File: config.mk
export PLATFORM = sky130hd
export DESIGN_NAME = relay_ctrl
export DESIGN_NICKNAME = d
export VERILOG_FILES = /design/src/rtl/relay_pkg.sv /design/src/rtl/chan_if.sv /design/src/rtl/chan_check.sv /design/src/rtl/relay_ctrl.sv
export SDC_FILE = /design/constraint.sdc
export NUM_CORES = 1
export LEC_CHECK = 0
export ABC_AREA = 0
export BUFFER_PORTS_ARGS = -buffer_cell sky130_fd_sc_hd__buf_2
export CAP_MARGIN = 40
export CORE_ASPECT_RATIO = 1.5
export CORE_MARGIN = 5
export CORE_UTILIZATION = 60
export CTS_CLUSTER_SIZE = 20
export DETAILED_ROUTE_END_ITERATION = 10
export GPL_TIMING_DRIVEN = 0
export PLACE_DENSITY_LB_ADDON = 0.1
export RECOVER_POWER = 50
export SLEW_MARGIN = 10
export SYNTH_ARGS = -nofsm -noshare
export SYNTH_HDL_FRONTEND = slang
export SYNTH_SLANG_ARGS = --single-unit
File: constraint.sdc
create_clock -name sys_clk -period 4.2 [get_ports sys_clk]
set_input_delay 0.84 -clock sys_clk [delete_from_list [all_inputs] [get_ports sys_clk]]
set_output_delay 0.84 -clock sys_clk [all_outputs]
set_load 0.01 [all_outputs]
File: src/rtl/relay_pkg.sv
// Package: states, timing figures and derived counts of the relay controller.
// Assumes a single 20 MHz system clock and a 1 ms enable tick.
package relay_pkg;

  typedef enum logic [2:0] {
    ST_OFF    = 3'h0,
    ST_INIT   = 3'h1,
    ST_RUN_DE = 3'h2,
    ST_RUN_EN = 3'h3,
    ST_ERROR  = 3'h4
  } op_state_t;

  localparam int unsigned CLK_HZ     = 20_000_000;
  localparam int unsigned CYC_PER_MS = CLK_HZ / 1000;

  // Times in ms, counted in 1 ms ticks
  localparam int unsigned ON_DELAY_MS  = 2500;
  localparam int unsigned ACT_DELAY_MS = 100;
  localparam int unsigned RESPONSE_MS  = 20;
  localparam int unsigned LOCK_MS      = 200;
  localparam int unsigned SYNC_MS      = 500;

  localparam int unsigned MS_W     = 12;
  localparam int unsigned DIV_W    = 16;
  localparam logic [MS_W-1:0] MS_MAX = 12'hFFF;

endpackage
File: src/rtl/chan_if.sv
// Interface: conditioned channel signals from the input checker to the controller.
// Assumes both ends run on sys_clk.
`timescale 1ns/1ps
`default_nettype none
interface chan_if;
  logic tick;
  logic both_act;
  logic start_rise;
  logic sync_ok;
  logic lock_cond;

  modport chk (input tick, output both_act, start_rise, sync_ok, lock_cond);
  modport ctl (output tick, input both_act, start_rise, sync_ok, lock_cond);
endinterface
`default_nettype wire

File: src/rtl/chan_check.sv
// Input checker: synchronises the two safety channels and the start button,
// times channel discrepancy for synchronisation and signal interlock.
// Assumes pins are asynchronous to sys_clk; tick is a 1 ms enable from the controller.
`timescale 1ns/1ps
`default_nettype none
module chan_check #(
  parameter int unsigned SYNC_MS = relay_pkg::SYNC_MS,
  parameter int unsigned LOCK_MS = relay_pkg::LOCK_MS
) (
  // Clock and reset
  input  wire logic sys_clk,
  input  wire logic nrst,
  // Pins
  input  wire logic chan_a,
  input  wire logic chan_b,
  input  wire logic start_btn,
  // Conditioned signals
  chan_if.chk       chk
);
  localparam int unsigned MS_W = relay_pkg::MS_W;

  initial begin
    if (SYNC_MS >= 4095 || LOCK_MS >= 4095) begin
      $error("chan_check: window does not fit the counter");
    end
  end

  logic [2:0]      pin_w;
  logic [2:0]      meta_r;
  logic [2:0]      pin_r;
  logic            start_d_r;
  logic            both_d_r;
  logic [MS_W-1:0] one_cnt_r;
  logic            sync_ok_r;
  logic            lock_r;
  logic            both_w;
  logic            one_w;

  assign pin_w = {start_btn, chan_b, chan_a};

  genvar i;
  generate
    for (i = 0; i < 3; i++) begin : g_sync
      always_ff @(posedge sys_clk or negedge nrst) begin
        if (!nrst) begin
          meta_r[i] <= 1'b0;
          pin_r[i]  <= 1'b0;
        end else begin
          meta_r[i] <= pin_w[i];
          pin_r[i]  <= meta_r[i];
        end
      end
    end
  endgenerate

  assign both_w = pin_r[0] & pin_r[1];
  assign one_w  = pin_r[0] ^ pin_r[1];

  // Time spent with exactly one channel active; cleared with both idle
  always_ff @(posedge sys_clk or negedge nrst) begin
    if (!nrst) begin
      one_cnt_r <= '0;
    end else if (!pin_r[0] && !pin_r[1]) begin
      one_cnt_r <= '0;
    end else if (one_w && chk.tick && one_cnt_r != relay_pkg::MS_MAX) begin
      one_cnt_r <= one_cnt_r + 1'b1;
    end
  end

  // Synchronisation verdict taken as both channels become active
  always_ff @(posedge sys_clk or negedge nrst) begin
    if (!nrst) begin
      sync_ok_r <= 1'b0;
      both_d_r  <= 1'b0;
    end else begin
      both_d_r <= both_w;
      if (!both_w) begin
        sync_ok_r <= 1'b0;
      end else if (!both_d_r) begin
        sync_ok_r <= (one_cnt_r <= MS_W'(SYNC_MS));
      end
    end
  end

  // Interlock held until both channels are idle again
  always_ff @(posedge sys_clk or negedge nrst) begin
    if (!nrst) begin
      lock_r <= 1'b0;
    end else if (!pin_r[0] && !pin_r[1]) begin
      lock_r <= 1'b0;
    end else if (one_cnt_r > MS_W'(LOCK_MS)) begin
      lock_r <= 1'b1;
    end
  end

  always_ff @(posedge sys_clk or negedge nrst) begin
    if (!nrst) begin
      start_d_r <= 1'b0;
    end else begin
      start_d_r <= pin_r[2];
    end
  end

  assign chk.both_act   = both_w;
  assign chk.start_rise = pin_r[2] & ~start_d_r;
  assign chk.sync_ok    = sync_ok_r;
  assign chk.lock_cond  = lock_r;

endmodule
`default_nettype wire

File: src/rtl/relay_ctrl.sv
// Operating-state controller of a two-channel safety relay module.
// Assumes self-test and configuration strobes come from sys_clk logic;
// power, error and channel pins are asynchronous and synchronised here.
`timescale 1ns/1ps
`default_nettype none
module relay_ctrl #(
  parameter int unsigned CYC_PER_MS   = relay_pkg::CYC_PER_MS,
  parameter int unsigned ON_DELAY_MS  = relay_pkg::ON_DELAY_MS,
  parameter int unsigned ACT_DELAY_MS = relay_pkg::ACT_DELAY_MS,
  parameter int unsigned SYNC_MS      = relay_pkg::SYNC_MS,
  parameter int unsigned LOCK_MS      = relay_pkg::LOCK_MS
) (
  // Clock and reset
  input  wire logic       sys_clk,
  input  wire logic       nrst,
  // Supply and error detection
  input  wire logic       power_ok,
  input  wire logic       error_in,
  // Self-test engine
  input  wire logic       test_done,
  input  wire logic       test_fail,
  // Configuration
  input  wire logic       cfg_wr,
  input  wire logic       cfg_auto,
  input  wire logic       cfg_sync,
  input  wire logic       cfg_lock,
  // Field pins
  input  wire logic       chan_a,
  input  wire logic       chan_b,
  input  wire logic       start_btn,
  // Outputs
  output logic            relay_on,
  output logic [2:0]      state_o,
  output logic            cfg_ack,
  output logic            cfg_nak
);
  localparam int unsigned MS_W  = relay_pkg::MS_W;
  localparam int unsigned DIV_W = relay_pkg::DIV_W;

  initial begin
    if (CYC_PER_MS < 2 || CYC_PER_MS >= 65536) begin
      $error("relay_ctrl: CYC_PER_MS out of range");
    end
    if (ON_DELAY_MS >= 4095 || ACT_DELAY_MS >= 4095 || ACT_DELAY_MS < 1) begin
      $error("relay_ctrl: delay does not fit the counter");
    end
  end

  relay_pkg::op_state_t state_r;
  relay_pkg::op_state_t state_nxt;

  logic [1:0]       pwr_meta_r;
  logic [1:0]       err_meta_r;
  logic             pwr_s;
  logic             err_s;
  logic [DIV_W-1:0] div_r;
  logic             tick_r;
  logic [MS_W-1:0]  on_ms_r;
  logic [MS_W-1:0]  act_ms_r;
  logic             test_ok_r;
  logic             start_seen_r;
  logic             auto_r;
  logic             sync_en_r;
  logic             lock_en_r;
  logic             relay_r;
  logic             cfg_ack_r;
  logic             cfg_nak_r;
  logic             on_done;
  logic             start_ok;
  logic             arm_cond;
  logic             act_done;

  chan_if ch ();

  chan_check #(
    .SYNC_MS (SYNC_MS),
    .LOCK_MS (LOCK_MS)
  ) u_chk (
    .sys_clk   (sys_clk),
    .nrst      (nrst),
    .chan_a    (chan_a),
    .chan_b    (chan_b),
    .start_btn (start_btn),
    .chk       (ch.chk)
  );

  // Pin synchronisers
  always_ff @(posedge sys_clk or negedge nrst) begin
    if (!nrst) begin
      pwr_meta_r <= 2'h0;
      err_meta_r <= 2'h0;
    end else begin
      pwr_meta_r <= {pwr_meta_r[0], power_ok};
      err_meta_r <= {err_meta_r[0], error_in};
    end
  end
  assign pwr_s = pwr_meta_r[1];
  assign err_s = err_meta_r[1];

  // 1 ms enable
  always_ff @(posedge sys_clk or negedge nrst) begin
    if (!nrst) begin
      div_r  <= '0;
      tick_r <= 1'b0;
    end else if (div_r == DIV_W'(CYC_PER_MS - 1)) begin
      div_r  <= '0;
      tick_r <= 1'b1;
    end else begin
      div_r  <= div_r + 1'b1;
      tick_r <= 1'b0;
    end
  end
  assign ch.tick = tick_r;

  // Configuration latch
  always_ff @(posedge sys_clk or negedge nrst) begin
    if (!nrst) begin
      auto_r    <= 1'b0;
      sync_en_r <= 1'b0;
      lock_en_r <= 1'b0;
      cfg_ack_r <= 1'b0;
      cfg_nak_r <= 1'b0;
    end else begin
      cfg_ack_r <= cfg_wr && state_r == relay_pkg::ST_OFF;
      cfg_nak_r <= cfg_wr && state_r != relay_pkg::ST_OFF;
      if (cfg_wr && state_r == relay_pkg::ST_OFF) begin
        auto_r    <= cfg_auto;
        sync_en_r <= cfg_sync;
        lock_en_r <= cfg_lock;
      end
    end
  end

  // Switch-on delay and self-test result
  always_ff @(posedge sys_clk or negedge nrst) begin
    if (!nrst) begin
      on_ms_r   <= '0;
      test_ok_r <= 1'b0;
    end else if (state_r != relay_pkg::ST_INIT) begin
      on_ms_r   <= '0;
      test_ok_r <= 1'b0;
    end else begin
      if (tick_r && !on_done) begin
        on_ms_r <= on_ms_r + 1'b1;
      end
      if (test_done && !test_fail) begin
        test_ok_r <= 1'b1;
      end
    end
  end
  assign on_done = (on_ms_r >= MS_W'(ON_DELAY_MS));

  // Start seen only after entering run-deenergized
  always_ff @(posedge sys_clk or negedge nrst) begin
    if (!nrst) begin
      start_seen_r <= 1'b0;
    end else if (state_r != relay_pkg::ST_RUN_DE) begin
      start_seen_r <= 1'b0;
    end else if (ch.start_rise) begin
      start_seen_r <= 1'b1;
    end
  end

  assign start_ok = auto_r | start_seen_r | ch.start_rise;
  assign arm_cond = start_ok && ch.both_act
                 && !(lock_en_r && ch.lock_cond)
                 && !(sync_en_r && !ch.sync_ok);

  // Activation delay, restarted whenever the condition lapses
  always_ff @(posedge sys_clk or negedge nrst) begin
    if (!nrst) begin
      act_ms_r <= '0;
    end else if (state_r != relay_pkg::ST_RUN_DE || !arm_cond) begin
      act_ms_r <= '0;
    end else if (tick_r && !act_done) begin
      act_ms_r <= act_ms_r + 1'b1;
    end
  end
  assign act_done = (act_ms_r >= MS_W'(ACT_DELAY_MS));

  always_comb begin
    state_nxt = state_r;
    if (!pwr_s) begin
      state_nxt = relay_pkg::ST_OFF;
    end else begin
      case (state_r)
        relay_pkg::ST_OFF: begin
          state_nxt = relay_pkg::ST_INIT;
        end
        relay_pkg::ST_INIT: begin
          if (err_s || test_fail) begin
            state_nxt = relay_pkg::ST_ERROR;
          end else if (test_ok_r && on_done) begin
            state_nxt = relay_pkg::ST_RUN_DE;
          end
        end
        relay_pkg::ST_RUN_DE: begin
          if (err_s) begin
            state_nxt = relay_pkg::ST_ERROR;
          end else if (act_done && arm_cond) begin
            state_nxt = relay_pkg::ST_RUN_EN;
          end
        end
        relay_pkg::ST_RUN_EN: begin
          if (err_s) begin
            state_nxt = relay_pkg::ST_ERROR;
          end else if (!ch.both_act) begin
            state_nxt = relay_pkg::ST_RUN_DE;
          end
        end
        relay_pkg::ST_ERROR: begin
          state_nxt = relay_pkg::ST_ERROR;
        end
        default: begin
          state_nxt = relay_pkg::ST_OFF;
        end
      endcase
    end
  end

  always_ff @(posedge sys_clk or negedge nrst) begin
    if (!nrst) begin
      state_r <= relay_pkg::ST_OFF;
    end else begin
      state_r <= state_nxt;
    end
  end

  // Relay output follows the next state so it matches state_r exactly
  always_ff @(posedge sys_clk or negedge nrst) begin
    if (!nrst) begin
      relay_r <= 1'b0;
    end else begin
      relay_r <= (state_nxt == relay_pkg::ST_RUN_EN);
    end
  end

  assign relay_on = relay_r;
  assign state_o  = state_r;
  assign cfg_ack  = cfg_ack_r;
  assign cfg_nak  = cfg_nak_r;
endmodule
`default_nettype wire

Word level (Yosys, flattened, before mapping)
Index checks and enable logic that the tools add are counted.
{"block": "word_totals", "inputBits": 13, "ff_bits": 78, "wordCells": 108}
{"block": "op_classes", "reduce_logical": 34, "n_addsub": 4, "n_lt_le_gt_ge": 4, "mux": 24, "n_bitwise": 6, "eq_ne": 10}
{"op": "two-way mux 12 bit", "n": 6}
{"op": "adder 12 x 1 -> 12 bit (second input constant)", "n": 3}
{"op": "two-way mux 3 bit", "n": 7}
{"op": "adder 16 x 1 -> 16 bit (second input constant)", "n": 1}
{"op": "== test 16 x 15 -> 1 bit (second input constant)", "n": 1}
{"op": "two-way mux 16 bit", "n": 1}
{"op": "logical AND 1 bit", "n": 15}
{"op": "case mux 3 bit (5 select lines)", "n": 1}
{"op": "greater-or-equal comparator 12 bit (second input constant)", "n": 1}
{"op": "greater-or-equal comparator 12 x 7 -> 1 bit (second input constant)", "n": 1}
{"op": "greater-than comparator 12 x 8 -> 1 bit (second input constant)", "n": 1}
{"op": "less-or-equal comparator 12 x 9 -> 1 bit (second input constant)", "n": 1}
{"op": "!= test 12 bit (second input constant)", "n": 1}
{"op": "nonzero test 2 bit", "n": 6}
{"op": "== test 3 x 2 -> 1 bit (second input constant)", "n": 3}
{"op": "logical NOT 1 bit", "n": 9}
{"op": "two-way mux 1 bit", "n": 9}
{"op": "== test 3 x 1 -> 1 bit (second input constant)", "n": 1}
{"op": "== test 3 bit (second input constant)", "n": 1}
{"op": "logical NOT 3 bit", "n": 1}
{"op": "!= test 3 x 1 -> 1 bit (second input constant)", "n": 1}
{"op": "!= test 3 x 2 -> 1 bit (second input constant)", "n": 1}
{"op": "nonzero test 3 bit", "n": 1}
{"op": "bitwise AND 1 bit", "n": 2}
{"op": "5 further kinds", "n": 7}

Logic depth before layout (Yosys ltp)
{"block": "depth", "word_depth": 12, "mapped_depth": 8, "mapped_depth_nobuf": 6}

Modules after synthesis
Synthesis repeated with hierarchy kept, for this count alone.
{"block": "hier_totals", "cells_unflattened": 347, "hier_area_um2": 3667.3}
{"mod": "relay_ctrl", "cells_each": 245, "area_each_um2": 2576.2, "instances": 1}
{"mod": "chan_check", "cells_each": 102, "area_each_um2": 1091.0, "instances": 1}

Worst setup path after synthesis
Ideal clock, no wire load.
{"block": "synth_path", "path_type": "register to register", "from": "reg u_chk.one_cnt_r[0]", "to": "reg u_chk.one_cnt_r[11]", "stages_incl_launch_ff": 7, "arrival_time_ns": 1.752, "path_buffers": 1, "synth_period_minus_slack_ns": 1.830, "required_ns": 4.122, "slack_ns": 2.370, "setup_ns": 0.078, "path_cell_list": "dfrtp_1 ha_1 and2_1 a41o_4 buf_6 or4_1 a21oi_1"}
{"block": "synth_between", "elab_chain_len": 3}
{"item": "start: declaration", "line": "chan_check.sv:33", "source": "logic [MS_W-1:0] one_cnt_r;"}
{"item": "start signal: assignment", "line": "chan_check.sv:66", "source": "one_cnt_r <= one_cnt_r + 1'b1;"}
{"item": "adder 12 x 1 -> 12 bit or != test 12 bit (tied branches)", "line": "chan_check.sv:66, chan_check.sv:65"}
{"item": "two-way mux 12 bit or logical AND 1 bit (tied branches)", "line": "chan_check.sv:65", "source": "end else if (one_w && chk.tick && one_cnt_r != relay_pkg::MS_MAX) begin"}
{"item": "two-way mux 12 bit or nonzero test 2 bit (tied branches)"}
Parallel ways exist; a longest one is shown, timed or not. The select of a mux whose other input is x is not followed.
A chain may end at the register's enable or synchronous reset.

Worst setup path after layout
{"block": "layout_path", "from": "reg u_chk.one_cnt_r[1]", "to": "reg u_chk.one_cnt_r[11]"}
Same word-level chain as after synthesis.

==> out/qor.csv <==
metric,value,unit
run_status,"complete, no violations",
cts_tree,built,
final.min_clock_period,1.95,ns
grt_setup_unrepaired,no,
synth_top_cell_area_share,54.0,%
mappedNetlistArea,3620,um2
postSynthRegisterBits,78,
hold_start,u_chk.meta_r[2],
power.ir.vdd_worst,0.000251,V
worst-r2r-cell-count,6,
dp.final_hpwl,4.78,mm
whs,0.351,ns
synth_xor_area_share,4.84,%
vias,2709,
finalClockSkew,0.00871,ns
regToRegSetupSlack,2.25,ns
fp-row-count,34,
die_h,105,um
timing_worst_slew_pin_value,1.43,ns
final_core_utilization,69.6,%
placement.cell_area,3830,um2
mappedNetlistNets,365,
finish.instance_area,4060,um2
tritoncts.num_buffers,9,
gr-total-overflow,0,
ios,19,
worst_r2r_endpoint,u_chk.one_cnt_r[11],
area.growth.synth_to_final,12.2,%
cts_root_buf,sky130_fd_sc_hd__clkbuf_8,
final.period_utilization,46.3,%
antenna_violations_before_repair,0,
timing.critical_path.slowest_stage_cell,sky130_fd_sc_hd__or4_1,
clock-sinks,78,
drv_cap,0,
worst_setup_hold_path_clk_slew,0.07,ns
buffer_ports.inserted,18,
drt-total-wl,7.04,mm
cts_hold_repair.buffers,0,
detail_route.drc_violations,0,
timing.max_slew.rel_slack,4.96,%
fmax,514,MHz
initial_utilization,62.0,%
synth_simple_gate_area_share,21.3,%
grt_pass1_wl,12.2,mm
die_area,7710,um2
synth.mux.area_fraction,1.49,%
synthesis.instances,343,
post-cts-setup-buffer-count,0,
multi_input_comb_area,1550,um2
htree_levels,3,
yosys_most_used_dff,sky130_fd_sc_hd__dfrtp_1,
synth_edf_count,0,
final_hold_viol_count,0,
layout-drive-gt1-share,13.2,%
hp-class,reg -> reg,
timing_worst_setup_path_type,reg -> reg,
path_buf_inv,1,
initial_drt_pass_iterations,5,
synth.distinct_cells,50,
post_synthesis_compound_gate_area_fraction,12.1,%
synthDominantAreaCellType,sky130_fd_sc_hd__dfrtp_1,
global_placement_routability_congestion,0.804,
final.setup.tns,0,ns
drtAntennaViolNets,0,
layout.area.seq,1950,um2
maximum_number_of_pins_on_one_net_before_global_route_repair,55,
critical_path_depth,6,
yosys_warnings,0,
synth-adder-area-share,3.11,%
setup_viol,0,
drt_first_iter_violations,149,
crit-reg2reg-launch,u_chk.one_cnt_r[1],
die_w,73.4,um
powerDensity,376,nW/um2
first_global_vias,2672,
synthesis.area_per_instance,10.5,um2
postSynth.asyncResetShare,100,%
leakage,1.76,nW
layout.nets,395,
total_power,0.00152,W
dominant_combinational_cell_family_by_area_after_synthesis,simple AND/OR/NAND/NOR gates,
synth-seq-area-share,54.0,%
critical_path.startpoint_type,flip-flop,
clk_latency,0.35,ns
path_cells,ha_1 > and2_1 > a41o_4 > buf_6 > or4_1 > a21oi_1,
ctsResizeCount,0,
slew_viol_final,0,
design.core.area,5830,um2
final.fill_count,438,
kind_of_end_point_of_the_critical_path,flip-flop,
critPathArrivalTime,2.21,ns
whs_path_depth,0,
wire_per_inst,15.6,um
crit_path_max_fanout,10,
holdPathEnd,u_chk.pin_r[2],
max-clock-path-buffers,2,
antenna_cells,0,
required_time_of_the_critical_path,4.47,ns
critPathMaxStageDelay,0.46,ns
grtUsageTotal,20.2,%
yosys-top-cells-area,"sky130_fd_sc_hd__dfrtp_1 54%, sky130_fd_sc_hd__nor2_1 3.2%, sky130_fd_sc_hd__a21oi_1 3.2%, sky130_fd_sc_hd__ha_1 3.1%, sky130_fd_sc_hd__xnor2_1 2.7%",
route.detailed.vias_per_inst,6.02,
path_delay_family,simple AND/OR/NAND/NOR gates,
-- Yosys cell counts, types with 3 or more instances --
library cell,count
sky130_fd_sc_hd__xor2_1,9
sky130_fd_sc_hd__nor2b_1,6
sky130_fd_sc_hd__or4_1,7
sky130_fd_sc_hd__nor4_1,4
sky130_fd_sc_hd__o2111ai_1,3
sky130_fd_sc_hd__mux2_2,3
sky130_fd_sc_hd__ha_1,9
sky130_fd_sc_hd__nand3_1,13
sky130_fd_sc_hd__inv_1,22
sky130_fd_sc_hd__or3_1,14
sky130_fd_sc_hd__a31oi_1,4
sky130_fd_sc_hd__clkbuf_1,4
sky130_fd_sc_hd__xnor2_1,11
sky130_fd_sc_hd__and2_1,3
sky130_fd_sc_hd__nand2_1,17
sky130_fd_sc_hd__dfrtp_1,78
sky130_fd_sc_hd__and3_1,10
sky130_fd_sc_hd__nand4_1,12
sky130_fd_sc_hd__o21ai_0,14
sky130_fd_sc_hd__a21oi_1,23
sky130_fd_sc_hd__nor2_1,31
sky130_fd_sc_hd__o31ai_1,8
sky130_fd_sc_hd__nand2b_1,4
-- area by class of cell --
| cell class | count | share of cell area (%) |
|---|---|---|
| clock inverter | 3 | 1.60 |
| clock buffer | 13 | 4.16 |
| buffer | 6 | 0.771 |
| tap | 72 | 2.22 |
| sequential | 78 | 48.1 |
| inverter | 22 | 2.04 |
| timing repair buffer | 19 | 2.87 |
| multi-input combinational | 237 | 38.2 |
-- state kept, by name, summed over array words and instances (netlist names), 2 cells and up --
signal / count
u_chk.one_cnt_r: 12
pwr_meta_r: 2
u_chk.pin_r: 3
state_o: 3
err_meta_r: 2
div_r: 16
act_ms_r: 12
on_ms_r: 12
u_chk.meta_r: 3
-- cell families after synthesis --
logic type,count (synthesis)
buf+inv,28
simple gates,136
compound gates,67
fa+ha+maj,9
flops,78
xor+xnor,20
mux,5
-- worst reg2reg max path: stages (launching register included) --
cell                      delay, ns
sky130_fd_sc_hd__dfrtp_1       0.43
sky130_fd_sc_hd__ha_1          0.24
sky130_fd_sc_hd__and2_1        0.16
sky130_fd_sc_hd__a41o_4        0.29
sky130_fd_sc_hd__buf_6         0.14
sky130_fd_sc_hd__or4_1         0.46
sky130_fd_sc_hd__a21oi_1       0.15
-- worst max path at each step --
stage	start	end	slack, ns
2_1_floorplan	u_chk.one_cnt_r[0]	u_chk.one_cnt_r[11]	2.37
3_5_place_dp	u_chk.one_cnt_r[1]	u_chk.one_cnt_r[11]	2.28
5_1_grt	nrst	u_chk.pin_r[1]	2.14
4_1_cts	u_chk.one_cnt_r[1]	u_chk.one_cnt_r[11]	2.27
3_3_place_gp	nrst	div_r[2]	1.79
6_report	u_chk.one_cnt_r[1]	u_chk.one_cnt_r[11]	2.25
-- layer usage --
metal	GRT usage, %	vias up	share of wire [%]
met2	34.4	60	55
met5	0	-	0
met1	24.2	1344	40
met3	2.88	12	3.1
met4	10.4	0	1.9
li1	-	1293	-
-- report_power, final --
part	switching [W]	total (W)	leakage, nW	internal (W)
registers	0.0000155	0.000788	1.04	0.000773
clock network	0.000261	0.000643	0.120	0.000383
logic	0.0000564	0.0000923	0.605	0.0000359
-- metrics by stage --
| stage | std cells | worst slack, ns |
|---|---|---|
| CTS | 450 | 2.27 |
| global placement | 433 | 1.79 |
| floorplan | 343 | 2.37 |
| finish | 450 | 2.25 |
| detailed placement | 434 | 2.28 |
| global route | 450 | 2.14 |
-- cells in the final DEF, fill, tap and decap left out, types with 3 or more instances in the layout --
cell type                   Yosys  routed
sky130_fd_sc_hd__and3_1        10      10
sky130_fd_sc_hd__o31ai_1        8       8
sky130_fd_sc_hd__nor4_1         4       4
sky130_fd_sc_hd__nand3_1       13      13
sky130_fd_sc_hd__a21oi_1       23      23
sky130_fd_sc_hd__or4_1          7       7
sky130_fd_sc_hd__xor2_1         9       9
sky130_fd_sc_hd__inv_1         22      22
sky130_fd_sc_hd__nand2_1       17      17
sky130_fd_sc_hd__clkbuf_8       0      12
sky130_fd_sc_hd__clkbuf_1       4       6
sky130_fd_sc_hd__and2_1         3       3
sky130_fd_sc_hd__nor2_1        31      31
sky130_fd_sc_hd__o21ai_0       14      14
sky130_fd_sc_hd__ha_1           9       9
sky130_fd_sc_hd__a31oi_1        4       4
sky130_fd_sc_hd__xnor2_1       11      11
sky130_fd_sc_hd__o2111ai_1      3       3
sky130_fd_sc_hd__nand4_1       12      12
sky130_fd_sc_hd__nor2b_1        6       6
sky130_fd_sc_hd__nand2b_1       4       4
sky130_fd_sc_hd__buf_2          1      18
sky130_fd_sc_hd__or3_1         14      14
sky130_fd_sc_hd__mux2_2         3       3
sky130_fd_sc_hd__dfrtp_1       78      78
Note: power is estimated with default switching activity, not from simulation.
